===== src/verilog/pmrs_pkg.sv =====
// package for the power mode and reset sequencer
package pmrs_pkg;

	// ==========================================================
	// register map (byte offsets)
	localparam logic [11:0] PMRS_OFS_MODE   = 12'h000; // low-power target, lock, keep bits
	localparam logic [11:0] PMRS_OFS_CLKSEL = 12'h004; // system clock and clock-out select
	localparam logic [11:0] PMRS_OFS_PCLK   = 12'h008; // peripheral clock enables
	localparam logic [11:0] PMRS_OFS_BOD    = 12'h00c; // brownout levels and status
	localparam logic [11:0] PMRS_OFS_STATUS = 12'h010; // state and reset cause
	localparam logic [11:0] PMRS_OFS_PROT   = 12'h014; // protection level

	// ==========================================================
	// field positions
	localparam int PMRS_MODE_TGT_LSB  = 0;  // two bits of target
	localparam int PMRS_MODE_LOCK     = 2;
	localparam int PMRS_MODE_KEEP_WDO = 3;
	localparam int PMRS_MODE_KEEP_BOD = 4;
	localparam int PMRS_MODE_WDT_IRC  = 5;
	localparam int PMRS_NUM_PERIPH    = 16;

	// ==========================================================
	// reset values
	localparam logic [5:0]  PMRS_MODE_RST   = 6'h00;
	localparam logic [3:0]  PMRS_CLKSEL_RST = 4'h0;
	localparam logic [15:0] PMRS_PCLK_RST   = 16'hffff;
	localparam logic [4:0]  PMRS_BOD_RST    = 5'h00;

	// ==========================================================
	// reset stretch after the last source drops
	localparam int PMRS_CLK_MHZ        = 20;
	localparam int PMRS_RST_STRETCH_NS = 200;
	localparam int PMRS_RST_STRETCH_CY =
		(PMRS_RST_STRETCH_NS * PMRS_CLK_MHZ + 999) / 1000;

	// ==========================================================
	// enumerations
	typedef enum logic [1:0] {
		PMRS_TGT_SLEEP = 2'h0,
		PMRS_TGT_DEEP  = 2'h1,
		PMRS_TGT_PDOWN = 2'h2,
		PMRS_TGT_DPD   = 2'h3
	} pmrs_target_type;

	typedef enum logic [1:0] {
		PMRS_SRC_IRC  = 2'h0,
		PMRS_SRC_SYSO = 2'h1,
		PMRS_SRC_WDO  = 2'h2,
		PMRS_SRC_MAIN = 2'h3
	} pmrs_src_type;

	typedef enum logic [5:0] {
		PMRS_ST_RESET  = 6'b000001,
		PMRS_ST_ACTIVE = 6'b000010,
		PMRS_ST_SLEEP  = 6'b000100,
		PMRS_ST_DEEP   = 6'b001000,
		PMRS_ST_PDOWN  = 6'b010000,
		PMRS_ST_DPD    = 6'b100000
	} pmrs_state_type;

	// clock and power gate outputs travel together
	typedef struct packed {
		logic        core_clk_en;
		logic [15:0] periph_clk_en;
		logic        internal_rc_osc_en;
		logic        internal_rc_osc_out_en;
		logic        sys_osc_en;
		logic        watchdog_osc_en;
		logic        brownout_detector_en;
		logic        analog_en;
		logic        flash_standby;
		logic        flash_off;
		logic        main_power_en;
	} pmrs_gates_type;

	// wake sources in one bundle
	typedef struct packed {
		logic gpio;
		logic wdt_irq;
		logic usb_act;
		logic any_irq;
	} pmrs_wake_type;

	// debug and boot access permits
	typedef struct packed {
		logic swd_en;
		logic jtag_bscan;
		logic boot_prog_en;
		logic boot_sector0_ok;
		logic boot_erase_only;
		logic boot_entry_pin_en;
	} pmrs_access_type;

endpackage


===== src/verilog/pmrs_sequencer.sv =====
// power mode, wake-up and reset sequencer with apb register file
// ==========================================================
// Operation
// - clock-out picks rc, system, watchdog osc or main clock
// - after power-up and deep power-down wake, system runs on the rc osc
// - four low-power states: sleep, deep, power-down, deep pd
// - one register gates each peripheral clock individually
// - sleep stops core clock only; any interrupt or reset resumes it
// - deep-sleep: only rc osc runs, its output gated unless watchdog clock
// - deep-sleep: analog off, flash standby, watchdog osc and brownout optional
// - deep and power-down wake on reset, gpio, watchdog irq, usb
// - power-down: all clocks off but selected watchdog osc, flash off
// - deep power-down: only the wake pin powered, only it or a power-on reset wakes
// - lock bit set refuses deep power-down entry
// - four reset sources each restart the rc osc and init flash
// - on reset release registers reset and core fetches address zero
// - brownout below chosen level raises irq, also readable in the brownout register
// - four selectable brownout thresholds force full chip reset
// - level one blocks debug, boot programming excludes sector zero
// - level two blocks debug, boot programming only full erase
// - level three blocks debug, boot programming and boot-entry pin
// - reset pin low selects boundary scan, high selects serial wire debug
// - serial wire debug held off while the chip is in reset
`timescale 1ns/10ps

module pmrs_sequencer
	import pmrs_pkg::*;
(
	input  wire logic                  pclk,
	input  wire logic                  presetn,
	input  wire logic                  psel,
	input  wire logic                  penable,
	input  wire logic                  pwrite,
	input  wire logic [11:0]           paddr,
	input  wire logic [31:0]           pwdata,
	output logic      [31:0]           prdata,
	output logic                       pready,
	output logic                       pslverr,
	input  wire logic                  ext_reset_n,
	input  wire logic                  watchdog_reset,
	input  wire logic                  por_detect,
	input  wire logic [3:0]            brownout_below,
	input  wire logic                  deep_wake_pin,
	input  wire logic                  core_sleep_req,
	input  wire pmrs_wake_type         wake_in,
	input  wire logic [1:0]            protect_level,
	output pmrs_gates_type             gates,
	output pmrs_src_type               clkout_sel,
	output pmrs_src_type               sysclk_sel,
	output logic                       chip_reset,
	output logic                       flash_init,
	output logic                       fetch_boot,
	output logic                       brownout_irq,
	output pmrs_access_type            access
);

	// ==========================================================
	// reset pin synchroniser, three stages
	logic [2:0] rpin_sync_r;
	logic       rpin_level_r;

	always_ff @(posedge pclk or negedge presetn)
	begin
		if (!presetn)
			rpin_sync_r <= 3'h0;
		else
			rpin_sync_r <= {rpin_sync_r[1:0], ext_reset_n};
	end

	// change counts once stages two and three agree
	always_ff @(posedge pclk or negedge presetn)
	begin
		if (!presetn)
			rpin_level_r <= 1'b0;
		else if (rpin_sync_r[1] == rpin_sync_r[2])
			rpin_level_r <= rpin_sync_r[2];
	end

	// ==========================================================
	// other async sources, three stages each
	logic [2:0] wdr_sync_r;
	logic [2:0] por_sync_r;
	logic [2:0] dwk_sync_r;
	logic [3:0] bod_s1_r;
	logic [3:0] bod_s2_r;
	logic [3:0] bod_s3_r;

	always_ff @(posedge pclk or negedge presetn)
	begin
		if (!presetn)
		begin
			wdr_sync_r <= 3'h0;
			por_sync_r <= 3'h7;
			dwk_sync_r <= 3'h7;
			bod_s1_r   <= 4'h0;
			bod_s2_r   <= 4'h0;
			bod_s3_r   <= 4'h0;
		end
		else
		begin
			wdr_sync_r <= {wdr_sync_r[1:0], watchdog_reset};
			por_sync_r <= {por_sync_r[1:0], por_detect};
			dwk_sync_r <= {dwk_sync_r[1:0], deep_wake_pin};
			bod_s1_r   <= brownout_below;
			bod_s2_r   <= bod_s1_r;
			bod_s3_r   <= bod_s2_r;
		end
	end

	wire wdr_hit = wdr_sync_r[1] & wdr_sync_r[2];
	wire por_hit = por_sync_r[1] & por_sync_r[2];
	// pulled-up wake pin, low wakes
	wire dwk_low = ~dwk_sync_r[1] & ~dwk_sync_r[2];

	// ==========================================================
	// registers
	logic [5:0]     mode_r;
	logic [3:0]     clksel_r;
	logic [15:0]    pclk_r;
	logic [4:0]     bod_r;      // [1:0] irq level, [3:2] reset level, [4] reset enable
	logic [3:0]     cause_r;
	pmrs_state_type state_r;
	pmrs_state_type state_nxt;
	logic           bod_irq_r;
	logic [7:0]     stretch_r;

	// threshold pick, shared by irq and reset paths
	function automatic logic below_at(input logic [3:0] lv, input logic [1:0] sel);
		below_at = lv[sel] & bod_s2_r[sel] & bod_s3_r[sel];
	endfunction

	wire bod_irq_hit = below_at(bod_s3_r, bod_r[1:0]);
	wire bod_rst_hit = bod_r[4] & below_at(bod_s3_r, bod_r[3:2]);

	wire rst_src = ~rpin_level_r | wdr_hit | por_hit | bod_rst_hit;

	// ==========================================================
	// apb slave, zero wait states
	wire apb_wr = psel & penable & pwrite;
	wire apb_rd = psel & ~pwrite & ~penable;

	function automatic logic addr_ok(input logic [11:0] a);
		addr_ok = (a == PMRS_OFS_MODE) || (a == PMRS_OFS_CLKSEL) ||
			(a == PMRS_OFS_PCLK) || (a == PMRS_OFS_BOD) ||
			(a == PMRS_OFS_STATUS) || (a == PMRS_OFS_PROT);
	endfunction

	// zero-wait ready, error on unmapped address
	always_ff @(posedge pclk or negedge presetn)
	begin
		if (!presetn)
		begin
			pready  <= 1'b0;
			pslverr <= 1'b0;
		end
		else
		begin
			pready  <= psel & ~penable;
			pslverr <= psel & ~penable & ~addr_ok(paddr);
		end
	end

	always_ff @(posedge pclk or negedge presetn)
	begin
		if (!presetn)
		begin
			mode_r   <= PMRS_MODE_RST;
			clksel_r <= PMRS_CLKSEL_RST;
			pclk_r   <= PMRS_PCLK_RST;
			bod_r    <= PMRS_BOD_RST;
		end
		else if (chip_reset)
		begin
			mode_r   <= PMRS_MODE_RST;
			// system clock back on rc osc
			clksel_r <= PMRS_CLKSEL_RST;
			pclk_r   <= PMRS_PCLK_RST;
			bod_r    <= PMRS_BOD_RST;
		end
		else if (apb_wr)
		begin
			if (paddr == PMRS_OFS_MODE)
				mode_r <= pwdata[5:0];
			else if (paddr == PMRS_OFS_CLKSEL)
				clksel_r <= pwdata[3:0];
			else if (paddr == PMRS_OFS_PCLK)
				pclk_r <= pwdata[15:0];
			else if (paddr == PMRS_OFS_BOD)
				bod_r <= pwdata[4:0];
		end
	end

	// read data loaded at setup
	always_ff @(posedge pclk or negedge presetn)
	begin
		if (!presetn)
			prdata <= 32'h0;
		else if (apb_rd)
		begin
			if (paddr == PMRS_OFS_MODE)
				prdata <= {26'h0, mode_r};
			else if (paddr == PMRS_OFS_CLKSEL)
				prdata <= {28'h0, clksel_r};
			else if (paddr == PMRS_OFS_PCLK)
				prdata <= {16'h0, pclk_r};
			else if (paddr == PMRS_OFS_BOD)
				prdata <= {26'h0, bod_irq_r, bod_r};
			else if (paddr == PMRS_OFS_STATUS)
				prdata <= {22'h0, cause_r, state_r};
			else if (paddr == PMRS_OFS_PROT)
				prdata <= {30'h0, protect_level};
			else
				prdata <= 32'h0;
		end
	end

	// ==========================================================
	// reset stretch and cause capture
	always_ff @(posedge pclk or negedge presetn)
	begin
		if (!presetn)
			stretch_r <= 8'(PMRS_RST_STRETCH_CY);
		else if (rst_src)
			stretch_r <= 8'(PMRS_RST_STRETCH_CY);
		else if (stretch_r != 8'h0)
			stretch_r <= stretch_r - 8'h1;
	end

	// sticky cause bits, cleared by por only
	always_ff @(posedge pclk or negedge presetn)
	begin
		if (!presetn)
			cause_r <= 4'h0;
		else if (por_hit)
			cause_r <= 4'h1;
		else
			cause_r <= cause_r | {bod_rst_hit, wdr_hit, ~rpin_level_r, 1'b0};
	end

	always_ff @(posedge pclk or negedge presetn)
	begin
		if (!presetn)
			bod_irq_r <= 1'b0;
		else
			bod_irq_r <= bod_irq_hit;
	end

	// ==========================================================
	// power state machine
	wire irc_for_wdt = mode_r[PMRS_MODE_WDT_IRC];
	wire keep_wdo    = mode_r[PMRS_MODE_KEEP_WDO];
	wire keep_bod    = mode_r[PMRS_MODE_KEEP_BOD];
	// wake sources for deep-sleep and power-down
	wire deep_wake   = wake_in.gpio | wake_in.wdt_irq | wake_in.usb_act;

	always_comb
	begin
		state_nxt = state_r;
		case (state_r)
			PMRS_ST_RESET:
				if (stretch_r == 8'h0)
					state_nxt = PMRS_ST_ACTIVE;
			PMRS_ST_ACTIVE:
				if (core_sleep_req)
				begin
					case (pmrs_target_type'(mode_r[1:0]))
						PMRS_TGT_SLEEP: state_nxt = PMRS_ST_SLEEP;
						PMRS_TGT_DEEP:  state_nxt = PMRS_ST_DEEP;
						PMRS_TGT_PDOWN: state_nxt = PMRS_ST_PDOWN;
						default:        state_nxt = mode_r[PMRS_MODE_LOCK] ?
							PMRS_ST_SLEEP : PMRS_ST_DPD;
					endcase
				end
			PMRS_ST_SLEEP:
				if (wake_in.any_irq)
					state_nxt = PMRS_ST_ACTIVE;
			PMRS_ST_DEEP:
				if (deep_wake)
					state_nxt = PMRS_ST_ACTIVE;
			PMRS_ST_PDOWN:
				if (deep_wake)
					state_nxt = PMRS_ST_ACTIVE;
			PMRS_ST_DPD:
				// the wake pin or a power-on reset returns; goes through reset
				if (dwk_low)
					state_nxt = PMRS_ST_RESET;
			default:
				state_nxt = PMRS_ST_RESET;
		endcase
		// overrides here so outputs see reset entry
		if (por_hit || (rst_src && state_r != PMRS_ST_DPD))
			state_nxt = PMRS_ST_RESET;
	end

	always_ff @(posedge pclk or negedge presetn)
	begin
		if (!presetn)
			state_r <= PMRS_ST_RESET;
		else
			state_r <= state_nxt;
	end

	// ==========================================================
	// gate outputs from the next state
	pmrs_gates_type g_nxt;

	always_comb
	begin
		g_nxt                        = '0;
		g_nxt.main_power_en          = 1'b1;
		g_nxt.internal_rc_osc_en     = 1'b1;
		g_nxt.internal_rc_osc_out_en = 1'b1;
		g_nxt.brownout_detector_en   = 1'b1;
		case (state_nxt)
			PMRS_ST_RESET:
				g_nxt.analog_en = 1'b1;
			PMRS_ST_ACTIVE:
			begin
				g_nxt.core_clk_en     = 1'b1;
				g_nxt.periph_clk_en   = pclk_r;
				g_nxt.sys_osc_en      = 1'b1;
				g_nxt.watchdog_osc_en = 1'b1;
				g_nxt.analog_en       = 1'b1;
			end
			PMRS_ST_SLEEP:
			begin
				g_nxt.periph_clk_en   = pclk_r;
				g_nxt.sys_osc_en      = 1'b1;
				g_nxt.watchdog_osc_en = 1'b1;
				g_nxt.analog_en       = 1'b1;
			end
			PMRS_ST_DEEP:
			begin
				// rc osc output only for the watchdog
				g_nxt.internal_rc_osc_out_en = irc_for_wdt;
				g_nxt.flash_standby          = 1'b1;
				g_nxt.watchdog_osc_en        = keep_wdo;
				g_nxt.brownout_detector_en   = keep_bod;
			end
			PMRS_ST_PDOWN:
			begin
				// only selected watchdog osc, flash off
				g_nxt.internal_rc_osc_en     = 1'b0;
				g_nxt.internal_rc_osc_out_en = 1'b0;
				g_nxt.watchdog_osc_en        = keep_wdo;
				g_nxt.brownout_detector_en   = keep_bod;
				g_nxt.flash_off              = 1'b1;
			end
			default:
			begin
				g_nxt.main_power_en          = 1'b0;
				g_nxt.internal_rc_osc_en     = 1'b0;
				g_nxt.internal_rc_osc_out_en = 1'b0;
				g_nxt.brownout_detector_en   = 1'b0;
				g_nxt.flash_off              = 1'b1;
			end
		endcase
	end

	// outputs from flops
	always_ff @(posedge pclk or negedge presetn)
	begin
		if (!presetn)
			gates <= '0;
		else
			gates <= g_nxt;
	end

	// ==========================================================
	// clock-out and system clock selects
	always_ff @(posedge pclk or negedge presetn)
	begin
		if (!presetn)
		begin
			clkout_sel <= PMRS_SRC_IRC;
			sysclk_sel <= PMRS_SRC_IRC;
		end
		else
		begin
			clkout_sel <= pmrs_src_type'(clksel_r[3:2]);
			sysclk_sel <= (state_nxt == PMRS_ST_RESET) ?
				PMRS_SRC_IRC : pmrs_src_type'(clksel_r[1:0]);
		end
	end

	// ==========================================================
	// reset, flash init, boot fetch and brownout irq outputs
	always_ff @(posedge pclk or negedge presetn)
	begin
		if (!presetn)
		begin
			chip_reset   <= 1'b1;
			flash_init   <= 1'b0;
			fetch_boot   <= 1'b0;
			brownout_irq <= 1'b0;
		end
		else
		begin
			chip_reset   <= (state_nxt == PMRS_ST_RESET);
			// flash init pulse on reset entry
			flash_init   <= (state_nxt == PMRS_ST_RESET) && (state_r != PMRS_ST_RESET);
			// fetch from address zero on release
			fetch_boot   <= (state_r == PMRS_ST_RESET) && (state_nxt == PMRS_ST_ACTIVE);
			brownout_irq <= bod_irq_r;
		end
	end

	// ==========================================================
	// debug and boot access permits
	always_ff @(posedge pclk or negedge presetn)
	begin
		if (!presetn)
			access <= '0;
		else
		begin
			// reset pin picks the test port
			access.jtag_bscan        <= ~rpin_level_r;
			// debug off during reset; level blocks
			access.swd_en            <= rpin_level_r && (state_nxt != PMRS_ST_RESET) &&
				(protect_level == 2'h0);
			// level three blocks boot path and entry pin
			access.boot_prog_en      <= (protect_level != 2'h3);
			access.boot_entry_pin_en <= (protect_level != 2'h3);
			// sector zero kept at level one
			access.boot_sector0_ok   <= (protect_level == 2'h0);
			// full erase only at level two
			access.boot_erase_only   <= (protect_level == 2'h2);
		end
	end

endmodule


===== config.mk =====
export PLATFORM = sky130hd
export DESIGN_NAME = pmrs_sequencer
export DESIGN_NICKNAME = d
export VERILOG_FILES = /design/src/verilog/pmrs_pkg.sv /design/src/verilog/pmrs_sequencer.sv
export SDC_FILE = /design/constraint.sdc
export NUM_CORES = 1
export LEC_CHECK = 0
export ABC_AREA = 0
export BUFFER_PORTS_ARGS = -buffer_cell sky130_fd_sc_hd__buf_2
export CORE_MARGIN = 10
export CORE_UTILIZATION = 55
export DETAILED_ROUTE_END_ITERATION = 16
export GPL_TIMING_DRIVEN = 0
export PLACE_DENSITY = 0.82
export SYNTH_ARGS = -nofsm -noshare
export SYNTH_HDL_FRONTEND = slang
export SYNTH_SLANG_ARGS = --single-unit

===== constraint.sdc =====
create_clock -name pclk -period 5.6 [get_ports pclk]
set_clock_uncertainty 0.05 [all_clocks]
set_input_delay 1.12 -clock pclk [delete_from_list [all_inputs] [get_ports pclk]]
set_output_delay 1.12 -clock pclk [all_outputs]
set_load 0.01 [all_outputs]

==> flow_metrics.env <==
export IMPL_power_frac_comb=0.101
export IMPL_clock_path_buffers=2
export IMPL_crit_chain="buf_2 > nor4_1 > nand3_1 > buf_2 > nor4_1 > nand2_1 > nand2_1"
export IMPL_n_antenna_cell=0
export IMPL_min_period_over_period=0.501
export IMPL_drt_first_pass_iters=5
export IMPL_placedCellCount=765
export IMPL_drc=0
export IMPL_die_w_um=123
export IMPL_switching_share=0.251
export IMPL_synth_simple_area_share=0.199
export IMPL_cp_num_buf_inv=2
export IMPL_rr_worst_depth=7
export IMPL_pin_count=138
export IMPL_slew_headroom=0.378
export IMPL_hp_class="register to register"
export IMPL_cts_buffers=17
export IMPL_synth_xor_area_frac=0.0119
export IMPL_ys_warn_count=0
export IMPL_antenna_left=0
export IMPL_async_flop_share=1.00
export IMPL_finalNetCount=713
export IMPL_clock_latency_ps=530
export IMPL_synth_area_mux_share=0.0400
export IMPL_via_per_inst=5.60
export IMPL_syn_cell_area_mm2=0.00588
export IMPL_tns_ps=0
export IMPL_synth_top_area_cell="dfrtp_1"
export IMPL_syn_to_final_growth_pct=23.8
export IMPL_grt_max_degree=81
export IMPL_tightestPinTransition_ps=925
export IMPL_portBuffers=104
export IMPL_grt_pass1_wl_mm=23.6
export IMPL_synth_fa_ha_area_frac=0.00383
export IMPL_antenna_found_initial=0
export IMPL_syn_area_per_cell_um2=11.6
export IMPL_cts_resized=0
export IMPL_dieArea_mm2=0.0152
export IMPL_fin_ws_ps=2800
export IMPL_ys_ff_latch=132
export IMPL_final_cells=797
export IMPL_slowest_delay_ps=810
export IMPL_worstHoldStart="bod_s1_r[0]$_DFF_PN0_"
export IMPL_p_clk_frac=0.480
export IMPL_synth_compound_area_frac=0.117
export IMPL_status="finished, final reports clean"
export IMPL_synth_ff_type="dfrtp_1"
export IMPL_intPower_mw=1.81
export IMPL_synth_edf_count=0
export IMPL_start_util=0.567
export IMPL_grt_pass1_vias=4540
export IMPL_start_kind="primary input"
export IMPL_num_vias=4465
export IMPL_seqPwrFrac=0.419
export IMPL_synth_top_family_by_area="simple AND/OR/NAND/NOR gates"
export IMPL_irDropWorstVdd_mv=0.267
export IMPL_endpoint_kind="register"
export IMPL_cts_root_buf="clkbuf_8"
export IMPL_r2r_slack_ps=2920
export IMPL_fin_util=0.702
export IMPL_finalWorstPathRequiredPeriod_ps=2800
export IMPL_routedWlPerCell_um=19.1
export IMPL_critical_path_top_delay_family="simple AND/OR/NAND/NOR gates"
export IMPL_ctsHoldBuffers=0
export IMPL_placed_cell_area_mm2=0.00666
export IMPL_dp_hpwl_mm=11.1
export IMPL_p_leak_nw=3.28
export IMPL_cts_tree="done"
export IMPL_min_path_cells=0
export IMPL_power_density_mw_per_mm2=331
export IMPL_die_y_um=123
export IMPL_hold_violations=0
export IMPL_drt_wl_total_mm=15.2
export IMPL_seq_area_frac_synth=0.567
export IMPL_r2r_start="stretch_r[0]$_DFFE_PN0P_"
export IMPL_slew_viol_final=0
export IMPL_yosysMostFrequentCell="dfrtp_1"
export IMPL_fmax_mhz=357
export IMPL_synth_cell_type_count=65
export IMPL_synth_top_cells_by_count="dfrtp_1, nor2_1, nand2_1, dfstp_2, nor2b_1"
export IMPL_yosys_top_cells_area="dfrtp_1, dfstp_2, nor4b_2, mux2i_1, nor2_1"
export IMPL_crit_path_max_fanout=10
export IMPL_synth_top_area_frac=0.455
export IMPL_p_sw_mw=0.604
export IMPL_final_setup_viol_count=0
export IMPL_worstPathRequired_ps=6020
export IMPL_overflow=0
export IMPL_grt_use_total=0.201
export IMPL_core_mm2=0.0104
export IMPL_path_class="primary input to register"
export IMPL_critical_path_slowest_cell="nor4_1"
export IMPL_rr_endpoint="access[5]$_DFF_PN0_"
export IMPL_place_ws_ps=2250
export IMPL_first_iter_violations=321
export IMPL_clkTransAtPathRegs_ps=60
export IMPL_cts_setup_buffers=0
export IMPL_rsz0062_at_grt="no"
export IMPL_htree_levels=4
export IMPL_gp_congestion=0.937
export IMPL_hold_end="bod_s2_r[0]$_DFF_PN0_"
export IMPL_clkSinkCount=132
export IMPL_row_count=37
export IMPL_syn_instance_count=509
export IMPL_fin_area_mm2=0.00728
export IMPL_drive_gt1_frac=0.340
export IMPL_critPathArrivalTime_ps=3230
export IMPL_maxCapViolations=0
cells in the final DEF (no fill, tap or decap), types with 4 or more instances in the layout:
cell type,n
buf_2,109
dfrtp_1,107
nor2_1,46
nand2_1,40
dfstp_2,25
nor2b_1,21
mux2i_1,19
buf_4,18
clkbuf_1,17
a211o_1,17
conb_1,16
clkbuf_16,16
nor4b_2,15
inv_1,13
o21ai_0,13
nor3_1,12
a21oi_1,11
o211ai_1,10
nand3_1,9
nand2b_1,8
buf_6,7
nor4_1,7
xnor2_1,5
and3_1,5
or3_1,5
nor3_2,4
a22oi_1,4
a2bb2oi_1,4
bufinv_16,4
cells by family (layout without fill, tap and decap cells):
kind of cell / Yosys count / in the layout
buf+inv: 62 / 199
fa+ha+maj: 2 / 2
compound gates: 91 / 91
other cells: 1 / 16
simple gates: 192 / 192
mux: 21 / 21
flops: 132 / 132
xor+xnor: 8 / 8
flip-flops by register name (all words and copies together), names as in the netlist, 3 cells and up:
| name | flops |
|---|---|
| gates | 26 |
| pclk_r | 16 |
| prdata | 16 |
| stretch_r | 8 |
| mode_r | 6 |
| state_r | 6 |
| access | 5 |
| bod_r | 5 |
| bod_s1_r | 4 |
| bod_s2_r | 4 |
| bod_s3_r | 4 |
| cause_r | 4 |
| clksel_r | 4 |
| dwk_sync_r | 3 |
| por_sync_r | 3 |
| rpin_sync_r | 3 |
| wdr_sync_r | 3 |
power by group through the flow:
stage	clock, mW	sequential, mW	combinational, mW
3_3_place_gp	0	1.02	0.228
3_5_place_dp	0	1.02	0.239
2_1_floorplan	0	1.03	0.138
4_1_cts	1.16	1.01	0.244
6_report	1.16	1.01	0.242
5_1_grt	1.21	1.01	0.267
per-stage QoR:
stage / hold WS (ps) / power, mW
after floorplan: 281 / 1.17
after global placement: 282 / 1.25
after detailed placement: 288 / 1.26
after CTS: 306 / 2.42
after global routing: 311 / 2.49
final: 305 / 2.41
layout make-up:
class | count | area, um2
repair buffers | 105 | 554
flip-flops and latches | 132 | 3330
inverters | 13 | 48.8
multi-input cells | 330 | 2250
clock inverters | 15 | 205
fillers | 748 | 3090
clock buffers | 17 | 414
plain buffers | 49 | 304
well taps | 136 | 170
worst reg2reg max path, delay by kind of cell, from the launching register on:
family | cells | cell delay [ps]
flops | 1 | 390
simple gates | 5 | 1890
fa+ha+maj | 1 | 180
buf+inv | 1 | 110
worst max path at each step:
stage	end	from	slack, ps	cells after the start
floorplan	mode_r[0]$_DFFE_PN0P_	paddr[9]	2860	6
global placement	prdata[13]$_DFFE_PN0P_	presetn	1820	1
detailed placement	prdata[7]$_DFFE_PN0P_	paddr[9]	2250	7
CTS	prdata[7]$_DFFE_PN0P_	paddr[9]	2780	7
global route	prdata[8]$_DFFE_PN0P_	paddr[9]	2560	7
finish	prdata[7]$_DFFE_PN0P_	paddr[9]	2800	7
metal layers:
layer  part of all wire  GRT usage  up-vias
met5                  0          0        -
met4              0.025     0.0939        0
met3              0.087     0.0565       41
met2               0.49      0.323      180
met1               0.39      0.246     2169
li1                   -          -     2075
(Power assumes the default switching activity.)
